`src/pevirq_map.svh`:
```
// Purpose: named offsets, fields, reset values, codes and times of the event irq / indicator block
// Assumes: included by its bare name from every design file that needs it
// Notes:   definitions only
`ifndef PEVIRQ_MAP_SVH
`define PEVIRQ_MAP_SVH

// register offsets on the management serial interface
`define PEV_REG_MASK     5'h12
`define PEV_REG_FLAGS    5'h13
`define PEV_REG_LEDSEL   5'h14

// field positions
`define PEV_B_AN         7
`define PEV_B_SPD        6
`define PEV_B_DUP        5
`define PEV_B_LNK        4
`define PEV_B_PEND       2
`define PEV_B_GLOBAL_IRQ_ENABLE      1
`define PEV_B_FORCE_TEST_IRQ       0
`define PEV_EVT_HI       7
`define PEV_EVT_LO       4
`define PEV_LEDA_HI      15
`define PEV_LEDA_LO      12
`define PEV_LEDB_HI      11
`define PEV_LEDB_LO      8

// writable bits and reset values
`define PEV_MASK_WMASK   16'h00f3
`define PEV_MASK_RST     16'h0000
`define PEV_LEDA_RST     4'h0
`define PEV_LEDB_RST     4'h4

// frame fields
`define PEV_PRE_LEN      6'h20
`define PEV_OP_LAST      6'h01
`define PEV_ADDR_LAST    6'h09
`define PEV_DATA_LAST    6'h0f
`define PEV_OP_RD        2'h2
`define PEV_OP_WR        2'h1

// indicator selector codes
`define PEV_LED_SPEED    4'h0
`define PEV_LED_TX       4'h1
`define PEV_LED_RX       4'h2
`define PEV_LED_COL      4'h3
`define PEV_LED_LINK     4'h4
`define PEV_LED_DUP      4'h5
`define PEV_LED_UNUSED6  4'h6
`define PEV_LED_ACT      4'h7
`define PEV_LED_ON       4'h8
`define PEV_LED_OFF      4'h9
`define PEV_LED_FAST     4'ha
`define PEV_LED_SLOW     4'hb
`define PEV_LED_LNKRX    4'hc
`define PEV_LED_LNKACT   4'hd
`define PEV_LED_DUPCOL   4'he
`define PEV_LED_UNUSEDF  4'hf

// timing
`define PEV_CLK_HZ       50000000
`define PEV_STRETCH_MS   30
`define PEV_BLINK_MS     50
`define PEV_SLOW_RATIO   3'h5

`endif

```
`src/pevirq_pkg.sv`:
```
// Purpose: types of the event irq / indicator block
// Assumes: nothing is imported, users write pevirq_pkg::name
// Notes:   pevirq_top and pevirq_led each keep their whole state in one of these structs
package pevirq_pkg;

	typedef enum logic [2:0] {
		S_PRE  = 3'b000,
		S_ST   = 3'b001,
		S_OP   = 3'b010,
		S_ADDR = 3'b011,
		S_TA   = 3'b100,
		S_DATA = 3'b101
	} pevirq_state_t;

	typedef struct packed {
		pevirq_state_t st;
		logic [5:0]    cnt;
		logic [15:0]   sh;
		logic          rd;
		logic          hit;
		logic [4:0]    ra;
		logic          mdc_q;
		logic [15:0]   mask_reg;
		logic [3:0]    flags_reg;
		logic [3:0]    snap;
		logic [3:0]    lvl_q;
		logic [7:0]    ledsel_reg;
		logic          irq_reg;
		logic          mdio_out;
		logic          mdio_oe;
		logic [23:0]   div;
		logic [2:0]    slow_cnt;
		logic          fast_tick;
		logic          slow_tick;
	} pevirq_top_st_t;

	typedef struct packed {
		logic [23:0] str;
		logic        blink_q;
		logic        fast_q;
		logic        slow_q;
		logic        led_q;
	} pevirq_led_st_t;

endpackage : pevirq_pkg

```
`src/pevirq_led_if.sv`:
```
// Purpose: carries one indicator's selector, line status and blink ticks
// Assumes: one instance per indicator output
// Notes:   led_on comes from a flip-flop in the indicator module
`timescale 1ns/100ps
`default_nettype none
interface pevirq_led_if;
	logic [3:0] sel;
	logic       speed;
	logic       tx;
	logic       rx;
	logic       col;
	logic       link;
	logic       dup;
	logic       fast_tick;
	logic       slow_tick;
	logic       led_on;

	modport src (output sel, speed, tx, rx, col, link, dup, fast_tick, slow_tick, input led_on);
	modport led (input sel, speed, tx, rx, col, link, dup, fast_tick, slow_tick, output led_on);
endinterface : pevirq_led_if
`default_nettype wire

```
`src/pevirq_led.sv`:
```
// Purpose: drives one indicator from its four-bit selector
// Assumes: status inputs synchronous to mclk; ticks are one-cycle enables
// Notes:   stretch length is shortened through STRETCH_CYC in simulation
`timescale 1ns/100ps
`default_nettype none
`include "pevirq_map.svh"
module pevirq_led #(
	parameter int STRETCH_CYC = `PEV_STRETCH_MS * (`PEV_CLK_HZ / 1000)
) (
	// clock and reset
	input  wire logic   mclk,
	input  wire logic   arst_n,
	// selector, status and result
	pevirq_led_if.led   lif
);
	localparam logic [23:0] STR_LOAD = 24'(STRETCH_CYC);

	pevirq_pkg::pevirq_led_st_t r;
	pevirq_pkg::pevirq_led_st_t n;

	always_comb begin
		logic evt;
		logic prim;
		logic comb_mode;
		logic active;
		evt       = 1'b0;
		prim      = 1'b0;
		comb_mode = 1'b0;
		active    = 1'b0;
		n         = r;
		case (lif.sel)
			`PEV_LED_TX:     evt = lif.tx;
			`PEV_LED_RX:     evt = lif.rx;
			`PEV_LED_COL:    evt = lif.col;
			`PEV_LED_ACT:    evt = lif.rx | lif.tx;
			`PEV_LED_LNKRX: begin
				evt = lif.rx;
				prim = lif.link;
				comb_mode = 1'b1;
			end
			`PEV_LED_LNKACT: begin
				evt = lif.rx | lif.tx;
				prim = lif.link;
				comb_mode = 1'b1;
			end
			`PEV_LED_DUPCOL: begin
				evt = lif.col;
				prim = lif.dup;
				comb_mode = 1'b1;
			end
			default: evt = 1'b0;
		endcase
		// stretching is unconditional here, there is no stretch switch
		if (evt) begin
			n.str = STR_LOAD;
		end else if (r.str != 24'h000000) begin
			n.str = r.str - 24'h000001;
		end
		active = evt | (r.str != 24'h000000);
		if (lif.fast_tick) begin
			n.fast_q = ~r.fast_q;
			n.blink_q = active ? ~r.blink_q : 1'b0;
		end
		if (lif.slow_tick) begin
			n.slow_q = ~r.slow_q;
		end
		case (lif.sel)
			`PEV_LED_SPEED: n.led_q = lif.speed;
			`PEV_LED_LINK:  n.led_q = lif.link;
			`PEV_LED_DUP:   n.led_q = lif.dup;
			`PEV_LED_ON:    n.led_q = 1'b1;
			`PEV_LED_OFF:   n.led_q = 1'b0;
			`PEV_LED_FAST:  n.led_q = r.fast_q;
			`PEV_LED_SLOW:  n.led_q = r.slow_q;
			`PEV_LED_UNUSED6, `PEV_LED_UNUSEDF: n.led_q = 1'b0;
			default: n.led_q = comb_mode ? (active ? r.blink_q : prim) : active;
		endcase
	end

	always_ff @(posedge mclk or negedge arst_n) begin
		if (!arst_n) begin
			r <= '0;
		end else begin
			r <= n;
		end
	end

	assign lif.led_on = r.led_q;
endmodule : pevirq_led
`default_nettype wire

```
`src/pevirq_top.sv`:
```
// Purpose: event interrupt mask, change flags and indicator selection behind the management port
// Assumes: mdc and mdio_in synchronous to mclk, mdc well below mclk/4
// Notes:   mgmt_irq_out is active high; the pin driver may invert it
//
// Overview of operation
// - autoneg-done event reaches the interrupt only with its mask bit set.
// - speed change reaches the interrupt only with its mask bit set.
// - duplex change reaches the interrupt only with its mask bit set.
// - link change reaches the interrupt only with its mask bit set.
// - global enable gates all events; resets to zero.
// - test bit forces the interrupt active; clearing it restores normal behaviour.
// - read-only self-clearing flag reports autonegotiation completed.
// - speed-change flag sets on change, held until status read clears it.
// - duplex-change flag sets on change, held until status read clears it.
// - link-change flag sets on change, held until status read clears it.
// - read-only status bit shows interrupt pending.
// - first indicator four-bit selector resets to speed display.
// - transmit, receive, collision stretched; link and duplex continuous.
// - codes 1000-1011 give on, off, fast blink, slow blink.
// - code 0111 shows stretched activity; 0110 and 1111 show nothing.
// - code 1100 combines link and receive, stretched.
// - code 1101 combines link and activity, 1110 duplex and collision.
// - second indicator uses same codes, resets to link display.
// - link-combined modes solid while link up, blink on events.
// - duplex-collision mode solid at full duplex, blinks on collision.
// - combined modes always stretch events.
`timescale 1ns/100ps
`default_nettype none
`include "pevirq_map.svh"
module pevirq_top #(
	parameter int STRETCH_CYC = `PEV_STRETCH_MS * (`PEV_CLK_HZ / 1000),
	parameter int BLINK_CYC   = `PEV_BLINK_MS * (`PEV_CLK_HZ / 1000)
) (
	// clock and reset
	input  wire logic       mclk,
	input  wire logic       arst_n,
	// management serial interface
	input  wire logic       mdc,
	input  wire logic       mdio_in,
	output logic            mdio_out,
	output logic            mdio_oe,
	input  wire logic [4:0] phy_addr,
	// line status
	input  wire logic       link_up,
	input  wire logic       full_duplex,
	input  wire logic       speed_100,
	input  wire logic       autoneg_done,
	input  wire logic       tx_active,
	input  wire logic       rx_active,
	input  wire logic       collision,
	// results
	output logic            mgmt_irq_out,
	output logic            indicator_a,
	output logic            indicator_b
);
	localparam logic [23:0] BLINK_LAST = 24'(BLINK_CYC - 1);

	pevirq_pkg::pevirq_top_st_t r;
	pevirq_pkg::pevirq_top_st_t n;
	pevirq_led_if               led_a ();
	pevirq_led_if               led_b ();

	always_comb begin
		logic [3:0]  chg;
		logic [3:0]  clr;
		logic [4:0]  reg_sel;
		logic [15:0] rdata;
		logic [15:0] wdata;
		logic        edge_up;
		n       = r;
		rdata   = 16'h0000;
		clr     = 4'h0;
		edge_up = mdc & ~r.mdc_q;
		reg_sel = {r.sh[3:0], mdio_in};
		wdata   = {r.sh[14:0], mdio_in};
		// autoneg latches on completion, the others on any level change
		chg = {autoneg_done & ~r.lvl_q[3], speed_100 ^ r.lvl_q[2],
			full_duplex ^ r.lvl_q[1], link_up ^ r.lvl_q[0]};
		case (reg_sel)
			`PEV_REG_MASK:   rdata = r.mask_reg & `PEV_MASK_WMASK;
			`PEV_REG_FLAGS:  rdata = {8'h00, r.flags_reg, 1'b0, r.irq_reg, 2'b00};
			`PEV_REG_LEDSEL: rdata = {r.ledsel_reg, 8'h00};
			default:         rdata = 16'h0000;
		endcase
		n.mdc_q = mdc;
		n.lvl_q = {autoneg_done, speed_100, full_duplex, link_up};
		n.fast_tick = 1'b0;
		n.slow_tick = 1'b0;
		if (edge_up) begin
			case (r.st)
				pevirq_pkg::S_PRE: begin
					// a start bit counts only after a full run of ones
					if (mdio_in) begin
						if (r.cnt != `PEV_PRE_LEN) n.cnt = r.cnt + 6'h01;
					end else begin
						n.cnt = 6'h00;
						if (r.cnt == `PEV_PRE_LEN) n.st = pevirq_pkg::S_ST;
					end
				end
				pevirq_pkg::S_ST: begin
					n.st = mdio_in ? pevirq_pkg::S_OP : pevirq_pkg::S_PRE;
					n.cnt = 6'h00;
				end
				pevirq_pkg::S_OP: begin
					n.sh = wdata;
					n.cnt = r.cnt + 6'h01;
					if (r.cnt == `PEV_OP_LAST) begin
						n.cnt = 6'h00;
						n.rd = (wdata[1:0] == `PEV_OP_RD);
						n.st = ((wdata[1:0] == `PEV_OP_RD) || (wdata[1:0] == `PEV_OP_WR)) ?
							pevirq_pkg::S_ADDR : pevirq_pkg::S_PRE;
					end
				end
				pevirq_pkg::S_ADDR: begin
					n.sh = wdata;
					n.cnt = r.cnt + 6'h01;
					if (r.cnt == `PEV_ADDR_LAST) begin
						n.cnt = 6'h00;
						n.hit = (r.sh[8:4] == phy_addr);
						n.ra = reg_sel;
						n.sh = rdata;
						// remember what this read reports so only those bits get cleared
						n.snap = r.flags_reg;
						n.st = pevirq_pkg::S_TA;
					end
				end
				pevirq_pkg::S_TA: begin
					// take the line only for a read addressed to this device
					if (r.cnt == 6'h00) begin
						n.cnt = 6'h01;
						n.mdio_oe = r.rd & r.hit;
						n.mdio_out = 1'b0;
					end else begin
						n.cnt = 6'h00;
						n.st = pevirq_pkg::S_DATA;
						if (r.rd) begin
							n.mdio_out = r.hit & r.sh[15];
							n.sh = {r.sh[14:0], 1'b0};
						end
					end
				end
				pevirq_pkg::S_DATA: begin
					n.cnt = r.cnt + 6'h01;
					if (r.rd) begin
						n.mdio_out = r.hit & r.sh[15];
						n.sh = {r.sh[14:0], 1'b0};
					end else begin
						n.sh = wdata;
					end
					// writes commit on the last bit, so a cut frame changes nothing
					if (r.cnt == `PEV_DATA_LAST) begin
						n.st = pevirq_pkg::S_PRE;
						n.cnt = 6'h00;
						n.mdio_oe = 1'b0;
						n.mdio_out = 1'b0;
						if (r.hit && r.rd && (r.ra == `PEV_REG_FLAGS)) clr = r.snap;
						if (r.hit && !r.rd && (r.ra == `PEV_REG_MASK))
							n.mask_reg = wdata & `PEV_MASK_WMASK;
						if (r.hit && !r.rd && (r.ra == `PEV_REG_LEDSEL))
							n.ledsel_reg = wdata[`PEV_LEDA_HI:`PEV_LEDB_LO];
					end
				end
				default: begin
					n.st = pevirq_pkg::S_PRE;
					n.cnt = 6'h00;
					n.mdio_oe = 1'b0;
				end
			endcase
		end
		// set wins over the read clear
		n.flags_reg = (r.flags_reg & ~clr) | chg;
		// registered so the pin and the pending bit cannot glitch
		n.irq_reg = (r.mask_reg[`PEV_B_GLOBAL_IRQ_ENABLE]
			& |(r.flags_reg & r.mask_reg[`PEV_EVT_HI:`PEV_EVT_LO]))
			| r.mask_reg[`PEV_B_FORCE_TEST_IRQ];
		// shared blink timebase, one enable pulse per half period
		if (r.div == BLINK_LAST) begin
			n.div = 24'h000000;
			n.fast_tick = 1'b1;
			if (r.slow_cnt == `PEV_SLOW_RATIO - 3'h1) begin
				n.slow_cnt = 3'h0;
				n.slow_tick = 1'b1;
			end else begin
				n.slow_cnt = r.slow_cnt + 3'h1;
			end
		end else begin
			n.div = r.div + 24'h000001;
		end
	end

	always_ff @(posedge mclk or negedge arst_n) begin
		if (!arst_n) begin
			r <= '0;
			r.mask_reg <= `PEV_MASK_RST;
			r.ledsel_reg <= {`PEV_LEDA_RST, `PEV_LEDB_RST};
		end else begin
			r <= n;
		end
	end

	assign led_a.sel       = r.ledsel_reg[`PEV_LEDA_HI - `PEV_LEDB_LO:`PEV_LEDA_LO - `PEV_LEDB_LO];
	assign led_b.sel       = r.ledsel_reg[`PEV_LEDB_HI - `PEV_LEDB_LO:0];
	assign led_a.speed     = speed_100;
	assign led_a.tx        = tx_active;
	assign led_a.rx        = rx_active;
	assign led_a.col       = collision;
	assign led_a.link      = link_up;
	assign led_a.dup       = full_duplex;
	assign led_a.fast_tick = r.fast_tick;
	assign led_a.slow_tick = r.slow_tick;
	assign led_b.speed     = speed_100;
	assign led_b.tx        = tx_active;
	assign led_b.rx        = rx_active;
	assign led_b.col       = collision;
	assign led_b.link      = link_up;
	assign led_b.dup       = full_duplex;
	assign led_b.fast_tick = r.fast_tick;
	assign led_b.slow_tick = r.slow_tick;

	pevirq_led #(.STRETCH_CYC(STRETCH_CYC)) u_led_a (
		.mclk   (mclk),
		.arst_n (arst_n),
		.lif    (led_a)
	);
	pevirq_led #(.STRETCH_CYC(STRETCH_CYC)) u_led_b (
		.mclk   (mclk),
		.arst_n (arst_n),
		.lif    (led_b)
	);

	assign mdio_out     = r.mdio_out;
	assign mdio_oe      = r.mdio_oe;
	assign mgmt_irq_out = r.irq_reg;
	assign indicator_a  = led_a.led_on;
	assign indicator_b  = led_b.led_on;

	logic edge_q;
	assign edge_q = mdc & ~r.mdc_q;
endmodule : pevirq_top
`default_nettype wire

```
`config.mk`:
```
export PLATFORM = sky130hd
export DESIGN_NAME = pevirq_top
export DESIGN_NICKNAME = d
export VERILOG_FILES = /design/src/pevirq_pkg.sv /design/src/pevirq_led_if.sv /design/src/pevirq_led.sv /design/src/pevirq_top.sv
export VERILOG_INCLUDE_DIRS = /design/src
export SDC_FILE = /design/constraint.sdc
export NUM_CORES = 1
export LEC_CHECK = 0
export BUFFER_PORTS_ARGS = -buffer_cell sky130_fd_sc_hd__buf_2
export CAP_MARGIN = 5
export CORE_ASPECT_RATIO = 2
export CORE_MARGIN = 4
export CORE_UTILIZATION = 43
export CTS_CLUSTER_DIAMETER = 200
export CTS_CLUSTER_SIZE = 24
export DETAILED_ROUTE_END_ITERATION = 12
export PLACE_DENSITY = 0.55
export SYNTH_ARGS = -nofsm -noshare
export SYNTH_HDL_FRONTEND = slang
export SYNTH_SLANG_ARGS = --single-unit
export TNS_END_PERCENT = 1
```
`constraint.sdc`:
```
create_clock -name mclk -period 3.78 [get_ports mclk]
set_input_delay 0.945 -clock mclk [delete_from_list [all_inputs] [get_ports mclk]]
set_output_delay 0.945 -clock mclk [all_outputs]
set_load 0.01 [all_outputs]
```
==> results of run 1 <==
-- cell usage after synthesis (14+ instances only) --
cell type,n,area share [%]
inv_1,20,0.98
nor4_1,16,1.3
xor2_1,44,5.0
o21ai_0,26,1.7
a22oi_1,15,1.5
mux2_2,25,3.7
nand3_1,26,1.7
nand4_1,19,1.5
or3_1,14,1.1
a21oi_1,41,2.7
clkbuf_1,31,1.5
nor2_1,72,3.5
nor3_1,23,1.5
dfrtp_1,146,48
xnor2_1,18,2.1
nand2_1,57,2.8
-- registers in the layout, indices dropped and copies added (netlist names) --
name,count
u_led_a.r,27
mdio_out,1
led_b.sel,4
led_a.slow_tick,1
r,78
led_a.sel,4
u_led_b.lif.led_on,1
u_led_b.r,27
led_a.fast_tick,1
mgmt_irq_out,1
u_led_a.lif.led_on,1
mdio_oe,1
-- cell type report --
cell class / count / share of cell area, %
Multi-Input combinational cell: 576 / 44.03
Sequential cell: 147 / 42.67
Clock buffer: 18 / 4.976
Tap cell: 210 / 3.047
Clock inverter: 14 / 2.336
Timing Repair Buffer: 28 / 2.075
Inverter: 20 / 0.8704
-- metrics by stage --
stage	instance area, µm²	setup WS, ns	utilization (%)	total power [µW]	hold WS, ns
after floorplan	7671	1.245	-	2615	0.4420
after global placement	7994	0.8618	45.83	2873	0.4572
after detailed placement	7994	0.8080	45.83	2897	0.4572
after CTS	8625	0.7825	49.45	4737	0.4692
after global routing	8625	0.6441	49.45	4949	0.4953
final	8625	0.7914	49.45	4670	0.4656
-- cell usage in the layout (no fill, tap or decap), types with 14 or more instances in the layout --
cell       Yosys  routed
a21oi_1       41      41
a22oi_1       15      15
buf_2          3      19
clkbuf_16      0      17
dfrtp_1      146     146
inv_1         20      20
mux2_2        25      25
nand2_1       57      57
nand3_1       26      26
nand4_1       19      19
nor2_1        72      72
nor3_1        23      23
nor4_1        16      15
o21ai_0       26      26
or3_1         14      14
xnor2_1       18      18
xor2_1        44      44
-- kinds of logic after synthesis --
family / after synthesis / share of synthesized area [%]
AOI/OAI and AO/OA: 160 / 14.08
adders and majority gates: 13 / 2.120
buffers and inverters: 55 / 2.838
xor gates and xnor gates: 62 / 7.079
DFF: 147 / 47.97
muxes: 32 / 4.583
and+or+nand+nor: 309 / 21.33
-- routing by layer --
layer	wire length (µm)	vias to the layer above
met5	0	-
met4	528	0
met3	441	33
met2	9703	81
met1	6857	2887
li1	-	2850
-- worst paths after layout --
path                       depth (start not counted)  slack, ns                  endpoint                      from
setup / recovery                                   7       0.79         r[45]$_DFFE_PN0P_         r[93]$_DFFE_PN0P_
hold / removal                                     1       0.47  u_led_a.r[1]$_DFFE_PN0P_  u_led_a.r[1]$_DFFE_PN0P_
setup reg to reg                                   7       0.79         r[45]$_DFFE_PN0P_         r[93]$_DFFE_PN0P_
hold reg to reg                                    1       0.47  u_led_a.r[1]$_DFFE_PN0P_  u_led_a.r[1]$_DFFE_PN0P_
max in group asynchronous                          2       2.39           r[27]$_DFF_PN0_                    arst_n
min in group asynchronous                          1       0.59         r[97]$_DFFE_PN0P_                    arst_n
-- worst reg2reg max path, stage by stage, from the launching register on --
cell     delay [ns]
dfrtp_1        0.41
inv_1          0.10
ha_1           0.15
or4b_1         0.50
or3_1          0.68
nor2_1         0.45
buf_4          0.24
mux2_2         0.34
-- report_power, final --
| group | internal (µW) | total, µW | leakage (µW) | switching (µW) |
|---|---|---|---|---|
| clock | 1120 | 1810 | 0.000302 | 688 |
| combinational | 337 | 779 | 0.00143 | 442 |
| sequential | 1790 | 2090 | 0.00180 | 293 |
==> results.sh, run 1 <==
export IMPL_outcome="finished clean"
export IMPL_area_delta_synth_final_pct=12.43
export IMPL_crit_chain="inv_1, ha_1, or4b_1, or3_1, nor2_1, buf_4, mux2_2"
export IMPL_io_buffers=20
export IMPL_row_count=68
export IMPL_path_buf_inv=2
export IMPL_ys_ff_latch=147
export IMPL_ir_worst_vdd_mv=0.3182
export IMPL_regArea_um2=3680
export IMPL_drt_iter0_drc=226
export IMPL_synthDistinctLibCells=69
export IMPL_endpoint_kind="flip-flop"
export IMPL_drtAntennaViolNets=0
export IMPL_grt_antenna_before_repair=0
export IMPL_cp_required_ns=4.08
export IMPL_netlist_instances=778
export IMPL_drive_gt1_share_pct=12.70
export IMPL_drc=0
export IMPL_cts_resized_gates=0
export IMPL_die_h_um=196.9
export IMPL_avgSynthCellArea_um2=9.860
export IMPL_grt_overflow=0
export IMPL_finalCriticalPeriod_ns=2.989
export IMPL_critPathKind="reg2reg"
export IMPL_pin_count=21
export IMPL_post_cts_buffers=0
export IMPL_cts_sink_count=147
export IMPL_clock_fmax_mhz=334.6
export IMPL_grt_max_degree=85
export IMPL_viasPerCell=5.776
export IMPL_die_area_um2=20170
export IMPL_gp_congestion=0.8396
export IMPL_clk_pin_slew_ns=0.07
export IMPL_multiInputGateArea_um2=3797
export IMPL_clk_latency_ns=0.42
export IMPL_met2_usage_pct=33.65
export IMPL_critPathMaxStageDelay_ns=0.68
export IMPL_first_pass_iters=5
export IMPL_holdCritPathClass="reg2reg"
export IMPL_ys_flop_type="dfrtp_1"
export IMPL_period_share_pct=79.06
export IMPL_grt_use_total_pct=18.56
export IMPL_hold_viol=0
export IMPL_die_w_um=102.4
export IMPL_vias=5851
export IMPL_async_flop_share_pct=100.0
export IMPL_fin_setup_tns_ns=0
export IMPL_cts_tree="built"
export IMPL_critical_path_arrival_ns=3.29
export IMPL_use_met1_pct=20.32
export IMPL_syn_cell_area_um2=7671
export IMPL_cts_root_buffer="clkbuf_16"
export IMPL_finalNonFillerCells=1013
export IMPL_critPathMaxFanout=19
export IMPL_synth_warnings=0
export IMPL_initial_utilization_pct=43.98
export IMPL_rsz0062_at_grt="false"
export IMPL_nets=819
export IMPL_synth_edf_count=0
export IMPL_wl_per_cell_um=17.31
export IMPL_synth_net_count=807
export IMPL_grt_pass1_vias=6163
export IMPL_top_usage_layer="met2"
export IMPL_setup_viol=0
export IMPL_cts_buffers=17
export IMPL_fp_coreArea_um2=17440
export IMPL_p_leak_uw=0.003532
export IMPL_fill_cells=1631
export IMPL_skew_ns=0.01201
export IMPL_antenna_cells=0
export IMPL_hold_buffers=0
export IMPL_slowest_stage="or3_1"
export IMPL_yosysSeqAreaShare_pct=47.97
export IMPL_startpoint_type="flip-flop"
export IMPL_slew_headroom_pct=40.46
export IMPL_hpwl_um=12550
export IMPL_h_tree_depth=4
export IMPL_tightest_slew_ns=0.8912
export IMPL_p_per_area_nw_per_um2=541.5
export IMPL_cpLargestDelayFamily="simple AND/OR/NAND/NOR gates"
export IMPL_drv_slew=0
export IMPL_met3_usage_pct=3.578
export IMPL_routed_wl_um=17530
export IMPL_grt_pass1_wl_um=29840
export IMPL_cts_buffer_depth=2
export IMPL_place_inst=981
export IMPL_maxCapViolations=0
Power figures use the tool's default switching activity.
==> inputs of run 2 (changes only) <==
Settings changed: ABC_AREA set to 1, PLACE_DENSITY 0.55 to 0.54.
Clock period 3.78 ns to 2.85 ns, I/O delays scaled along.
==> results.sh, run 2 <==
export IMPL_outcome="finished clean"
export IMPL_grt_antenna_before_repair=0
export IMPL_multiInputGateArea_um2=3983
export IMPL_synth_net_count=1126
export IMPL_yosys_area_top_type="dfrtp_1"
export IMPL_cts_tree="built"
export IMPL_io_buffers=20
export IMPL_nets=1160
export IMPL_crit_chain="nor2_1, nand2_1, nor2_2, nand2_1, nor2_4, nand3_1, inv_1, nand2_1, o31ai_1"
export IMPL_cts_buffer_depth=2
export IMPL_clk_latency_ns=0.44
export IMPL_ys_ff_latch=147
export IMPL_rsz0062_at_grt="false"
export IMPL_hpwl_um=16650
export IMPL_grt_use_total_pct=20.98
export IMPL_clk_pin_slew_ns=0.06
export IMPL_final_cell_mix="238 x nand2_1, 175 x nor2_1, 148 x inv_1, 146 x dfrtp_1, 87 x nand3_1"
export IMPL_vias=7099
export IMPL_viasPerCell=5.074
export IMPL_finalNonFillerCells=1399
export IMPL_syn_cell_area_um2=8349
export IMPL_cts_root_buffer="clkbuf_16"
export IMPL_critPathMaxStageDelay_ns=0.41
export IMPL_die_h_um=205.1
export IMPL_fin_ws_ns=0.6741
export IMPL_p_per_area_nw_per_um2=649.7
export IMPL_ir_worst_vdd_mv=0.4333
export IMPL_synth_area_leaders="dfrtp_1 44%, nand2_1 11%, nor2_1 7.9%, inv_1 6.7%, nand3_1 5.2%"
export IMPL_first_pass_iters=4
export IMPL_fill_cells=1932
export IMPL_path_buf_inv=1
export IMPL_routed_wl_um=21500
export IMPL_h_tree_depth=4
export IMPL_cts_resized_gates=0
export IMPL_grt_overflow=0
export IMPL_avgSynthCellArea_um2=7.611
export IMPL_synth_edf_count=0
export IMPL_synth_most_common_cell="nand2_1"
export IMPL_grt_pass1_wl_um=35900
export IMPL_slowest_stage="dfrtp_1"
export IMPL_maxCapViolations=0
export IMPL_die_area_um2=21850
export IMPL_p_leak_uw=0.004461
export IMPL_synthDistinctLibCells=43
export IMPL_synth_warnings=0
export IMPL_fin_setup_tns_ns=0
export IMPL_antenna_cells=0
export IMPL_fp_coreArea_um2=18920
export IMPL_pin_count=21
export IMPL_place_inst=1367
export IMPL_critPathMaxFanout=11
export IMPL_drc=0
export IMPL_critPathKind="reg2reg"
export IMPL_regArea_um2=3680
export IMPL_netlist_instances=1097
export IMPL_clock_fmax_mhz=459.6
export IMPL_synth_common_cells="238 x nand2_1, 175 x nor2_1, 148 x inv_1"
export IMPL_drt_iter0_drc=236
export IMPL_gp_congestion=0.9200
export IMPL_post_place_ws_ns=0.5861
export IMPL_cts_sink_count=147
export IMPL_startpoint_type="flip-flop"
export IMPL_cpLargestDelayFamily="simple AND/OR/NAND/NOR gates"
export IMPL_place_area_um2=8765
export IMPL_critical_path_arrival_ns=2.51
export IMPL_hold_viol=0
export IMPL_largest_reg_flops=78
export IMPL_setup_viol=0
export IMPL_grt_pass1_vias=7309
export IMPL_regMostFlops="r"
export IMPL_post_cts_buffers=0
export IMPL_yosysSeqAreaShare_pct=44.07
export IMPL_die_w_um=106.5
export IMPL_area_delta_synth_final_pct=11.79
export IMPL_skew_ns=0.01195
export IMPL_finalInstanceArea_um2=9334
export IMPL_finalCriticalPeriod_ns=2.176
export IMPL_reg_top3="r: 78 flops, u_led_a.r: 27 flops, u_led_b.r: 27 flops"
export IMPL_holdCritPathClass="in2async"
export IMPL_grt_max_degree=69
export IMPL_critical_path_startpoint="u_led_b.r[18]$_DFFE_PN0P_"
export IMPL_drv_slew=0
export IMPL_layout_commonest_cell="nand2_1"
export IMPL_wl_per_cell_um=15.37
export IMPL_r2r_start="u_led_b.r[18]$_DFFE_PN0P_"
export IMPL_endpoint_kind="flip-flop"
export IMPL_cp_common_cell="nand2_1"
export IMPL_slew_headroom_pct=55.14
export IMPL_async_flop_share_pct=100.0
export IMPL_initial_utilization_pct=44.12
export IMPL_cp_required_ns=3.19
export IMPL_tightest_slew_ns=0.6730
export IMPL_period_share_pct=76.35
export IMPL_row_count=71
export IMPL_ys_flop_type="dfrtp_1"
export IMPL_cts_buffers=17
export IMPL_hold_buffers=0
export IMPL_drive_gt1_share_pct=9.353
export IMPL_synth_top_area_share_pct=43.76
export IMPL_drtAntennaViolNets=0
export IMPL_power_uw=6064
==> run 2: cell count changes after synthesis, sizes merged, moves of 31 or more <==
cell,change
clkbuf,-31
inv,+133
nand2,+182
nand3,+64
nor2,+111
o21ai,+35
==> run 2: final timing paths <==
| kind | to | slack (ns) | depth (start not counted) |
|---|---|---|---|
| worst max-delay path | u_led_b.r[5]$_DFFE_PN0P_ | 0.67 | 9 |
| worst min-delay path | u_led_a.r[23]$_DFFE_PN0P_ | 0.26 | 1 |
| worst max register to register | u_led_b.r[5]$_DFFE_PN0P_ | 0.67 | 9 |
| worst min register to register | r[51]$_DFF_PN0_ | 0.43 | 1 |
| max in group asynchronous | r[8]$_DFF_PN0_ | 1.87 | 2 |
| min in group mclk | r[68]$_DFF_PN0_ | 0.39 | 1 |
==> run 2: through the flow <==
step / hold slack, ns / utilization [%]
final: 0.2585 / 49.33
after global routing: 0.3028 / 49.33
after CTS: 0.3010 / 49.33
after detailed placement: 0.4336 / 46.32
after global placement: 0.4096 / 46.32
after floorplan: 0.3996 / -
==> run 2: logic make-up after synthesis <==
| kind of cell | after synthesis | synth area share (%) |
|---|---|---|
| buffers and inverters | 170 | 8.227 |
| AO/OA/AOI/OAI | 126 | 9.231 |
| flip-flops | 147 | 44.07 |
| AND/OR/NAND/NOR | 583 | 30.44 |
| XOR/XNOR | 58 | 6.084 |
| adder cells (fa/ha/maj) | 13 | 1.948 |
==> run 2: final cells by class <==
type | count | area share [%]
clock inverter | 13 | 1.461
tap | 255 | 3.418
multi-input combinational | 780 | 42.67
sequential | 147 | 39.42
timing repair buffer | 31 | 2.158
clock buffer | 19 | 4.638
inverter | 154 | 6.233
==> run 2: report_power, final <==
group	internal, µW	total (µW)	leakage (µW)	switching, µW
logic	421	1220	0.00240	802
clock network	1280	2220	0.000269	933
registers	2360	2620	0.00180	267
total	4060	6060	0.00446	2000
==> run 2: per-layer routing <==
layer / up-vias / part of all wire, % / wire (µm) / track usage [%]
met1: 3328 / 38 / 8089 / 21.41
met5: - / 0 / 0 / 0
li1: 3586 / - / - / -
met2: 124 / 55 / 11890 / 39.84
met4: 0 / 4.5 / 959 / 10.52
met3: 61 / 2.6 / 564 / 4.100
==> inputs of run 3 (changes only) <==
Settings changed: PLACE_DENSITY 0.54 to 0.57.
Clock period 2.85 ns to 1.9 ns, I/O delays scaled along.
==> results.sh, run 3 (synthesized netlist as in run 2, its figures left out) <==
export IMPL_die_area_um2=21850
export IMPL_cts_tree="built"
export IMPL_finalCriticalPeriod_ns=1.807
export IMPL_grt_overflow=0
export IMPL_cts_sink_count=147
export IMPL_cts_buffers=17
export IMPL_maxCapViolations=0
export IMPL_grt_pass1_wl_um=35600
export IMPL_grt_antenna_before_repair=0
export IMPL_drtAntennaViolNets=0
export IMPL_area_delta_synth_final_pct=16.84
export IMPL_pin_count=21
export IMPL_clk_latency_ns=0.43
export IMPL_critical_path_arrival_ns=2.09
export IMPL_vias=7225
export IMPL_antenna_cells=0
export IMPL_gp_congestion=0.9225
export IMPL_io_buffers=20
export IMPL_rsz0062_at_grt="true"
export IMPL_skew_ns=0.005550
export IMPL_setup_viol=0
export IMPL_startpoint_type="flip-flop"
export IMPL_drv_slew=0
export IMPL_clk_pin_slew_ns=0.06
export IMPL_routed_wl_um=21080
export IMPL_die_w_um=106.5
export IMPL_switching_share_pct=30.76
export IMPL_drc=0
export IMPL_holdCritPathClass="in2reg"
export IMPL_nets=1190
export IMPL_cts_buffer_depth=2
export IMPL_die_h_um=205.1
export IMPL_cts_root_buffer="clkbuf_16"
export IMPL_cp_required_ns=2.18
export IMPL_initial_utilization_pct=44.12
export IMPL_final_cell_mix="232 x nand2_1, 167 x nor2_1, 146 x dfrtp_1, 145 x inv_1, 87 x nand3_1"
export IMPL_place_inst=1392
export IMPL_holdWs_ns=0.1677
export IMPL_utilization_pct=51.56
export IMPL_endpoint_kind="flip-flop"
export IMPL_viasPerCell=5.063
export IMPL_cell_internal_pwr_uw=6758
export IMPL_power_uw=9761
export IMPL_ir_worst_vdd_mv=0.9187
export IMPL_hpwl_um=16410
export IMPL_slew_headroom_pct=62.36
export IMPL_p_comb_share_pct=20.4
export IMPL_grt_max_degree=41
export IMPL_critPathKind="reg2reg"
export IMPL_h_tree_depth=4
export IMPL_hold_viol=0
export IMPL_grt_use_total_pct=20.68
export IMPL_finalNonFillerCells=1427
export IMPL_critPathMaxFanout=9
export IMPL_grt_pass1_vias=7559
export IMPL_power_frac_clock_pct=39.3
export IMPL_clock_fmax_mhz=553.4
export IMPL_reg_top3="r: 78 flops, u_led_a.r: 27 flops, u_led_b.r: 27 flops"
export IMPL_largest_reg_flops=78
export IMPL_p_seq_share_pct=40.3
export IMPL_power_switching_uw=3003
export IMPL_regMostFlops="r"
export IMPL_first_pass_iters=7
export IMPL_period_share_pct=95.10
export IMPL_p_leak_uw=0.004669
export IMPL_layout_commonest_cell="nand2_1"
export IMPL_drt_iter0_drc=263
export IMPL_p_per_area_nw_per_um2=1001
export IMPL_fp_coreArea_um2=18920
export IMPL_outcome="finished clean"
export IMPL_drive_gt1_share_pct=13.23
export IMPL_tightest_slew_ns=0.5634
export IMPL_row_count=71
export IMPL_wl_per_cell_um=14.77
[run 3: cell types whose count changed in the layout (fill, tap and decap cells not counted), sizes merged]
cell,previous run,this run
buf,31,60
bufinv,2,6
clkbuf,19,20
clkinv,7,3
clkinvlp,4,3
dlygate4sd3,0,1
inv,154,152
[run 3: final timing paths]
| check | from | end | slack, ns | cells after the start |
|---|---|---|---|---|
| min | mdc | r[68]$_DFF_PN0_ | 0.17 | 1 |
| min in group asynchronous | arst_n | u_led_a.r[23]$_DFFE_PN0P_ | 0.55 | 2 |
| max | r[93]$_DFFE_PN0P_ | r[78]$_DFFE_PN0P_ | 0.09 | 8 |
| min reg2reg | r[43]$_DFF_PN0_ | r[51]$_DFF_PN0_ | 0.43 | 1 |
| max reg2reg | r[93]$_DFFE_PN0P_ | r[78]$_DFFE_PN0P_ | 0.09 | 8 |
| max in group asynchronous | arst_n | led_b.sel[2]$_DFFE_PN1P_ | 0.78 | 3 |
[run 3: per-layer routing]
layer  global-route usage (%)  vias up  share of wire (%)
li1                         -     3648                  -
met1                    20.54     3403                 37
met5                        0        -                  0
met2                    39.97      114                 56
met4                    10.65        0                4.4
met3                    3.721       60                2.7
[run 3: timing repair]
item                       CTS  global route
hold endpoints to repair    35             0
hold buffers                 1             0
buffers inserted             0             4
resized for setup            0            21
setup endpoints to repair    0            41
[run 3: power groups by stage]
stage | clock, µW | sequential, µW | combinational, µW
after floorplan | 0 | 3850 | 1410
after global placement | 0 | 3970 | 1930
after detailed placement | 0 | 3980 | 1950
after CTS | 3940 | 3920 | 1970
after global routing | 4050 | 3990 | 2290
final | 3830 | 3940 | 1990
[run 3: cell type report]
class | count | area [µm²]
inverter | 154 | 585.6
multi-input combinational | 780 | 4029
timing repair buffer | 61 | 480.5
fill | 1908 | 9166
clock inverter | 10 | 205.2
tap | 255 | 319.1
clock buffer | 20 | 456.7
sequential | 147 | 3680
[run 3: stage by stage]
stage,area [µm²],setup TNS (ns),worst slack (ns)
2_1_floorplan,8349,0,0.1938
3_3_place_gp,8990,0,0.03039
3_5_place_dp,8990,0,0.03737
4_1_cts,9662,0,0.05131
5_1_grt,9756,-0.009152,-0.009152
6_report,9756,0,0.09312
[run 3: worst max-delay path: stages (launching register included)]
cell and delay, ns:
dfrtp_1 0.38, inv_1 0.12, ha_1 0.20, nand4_2 0.23, nor2_8 0.19, buf_4 0.17
o21ai_0 0.08, o21ai_0 0.13, o21ai_0 0.16
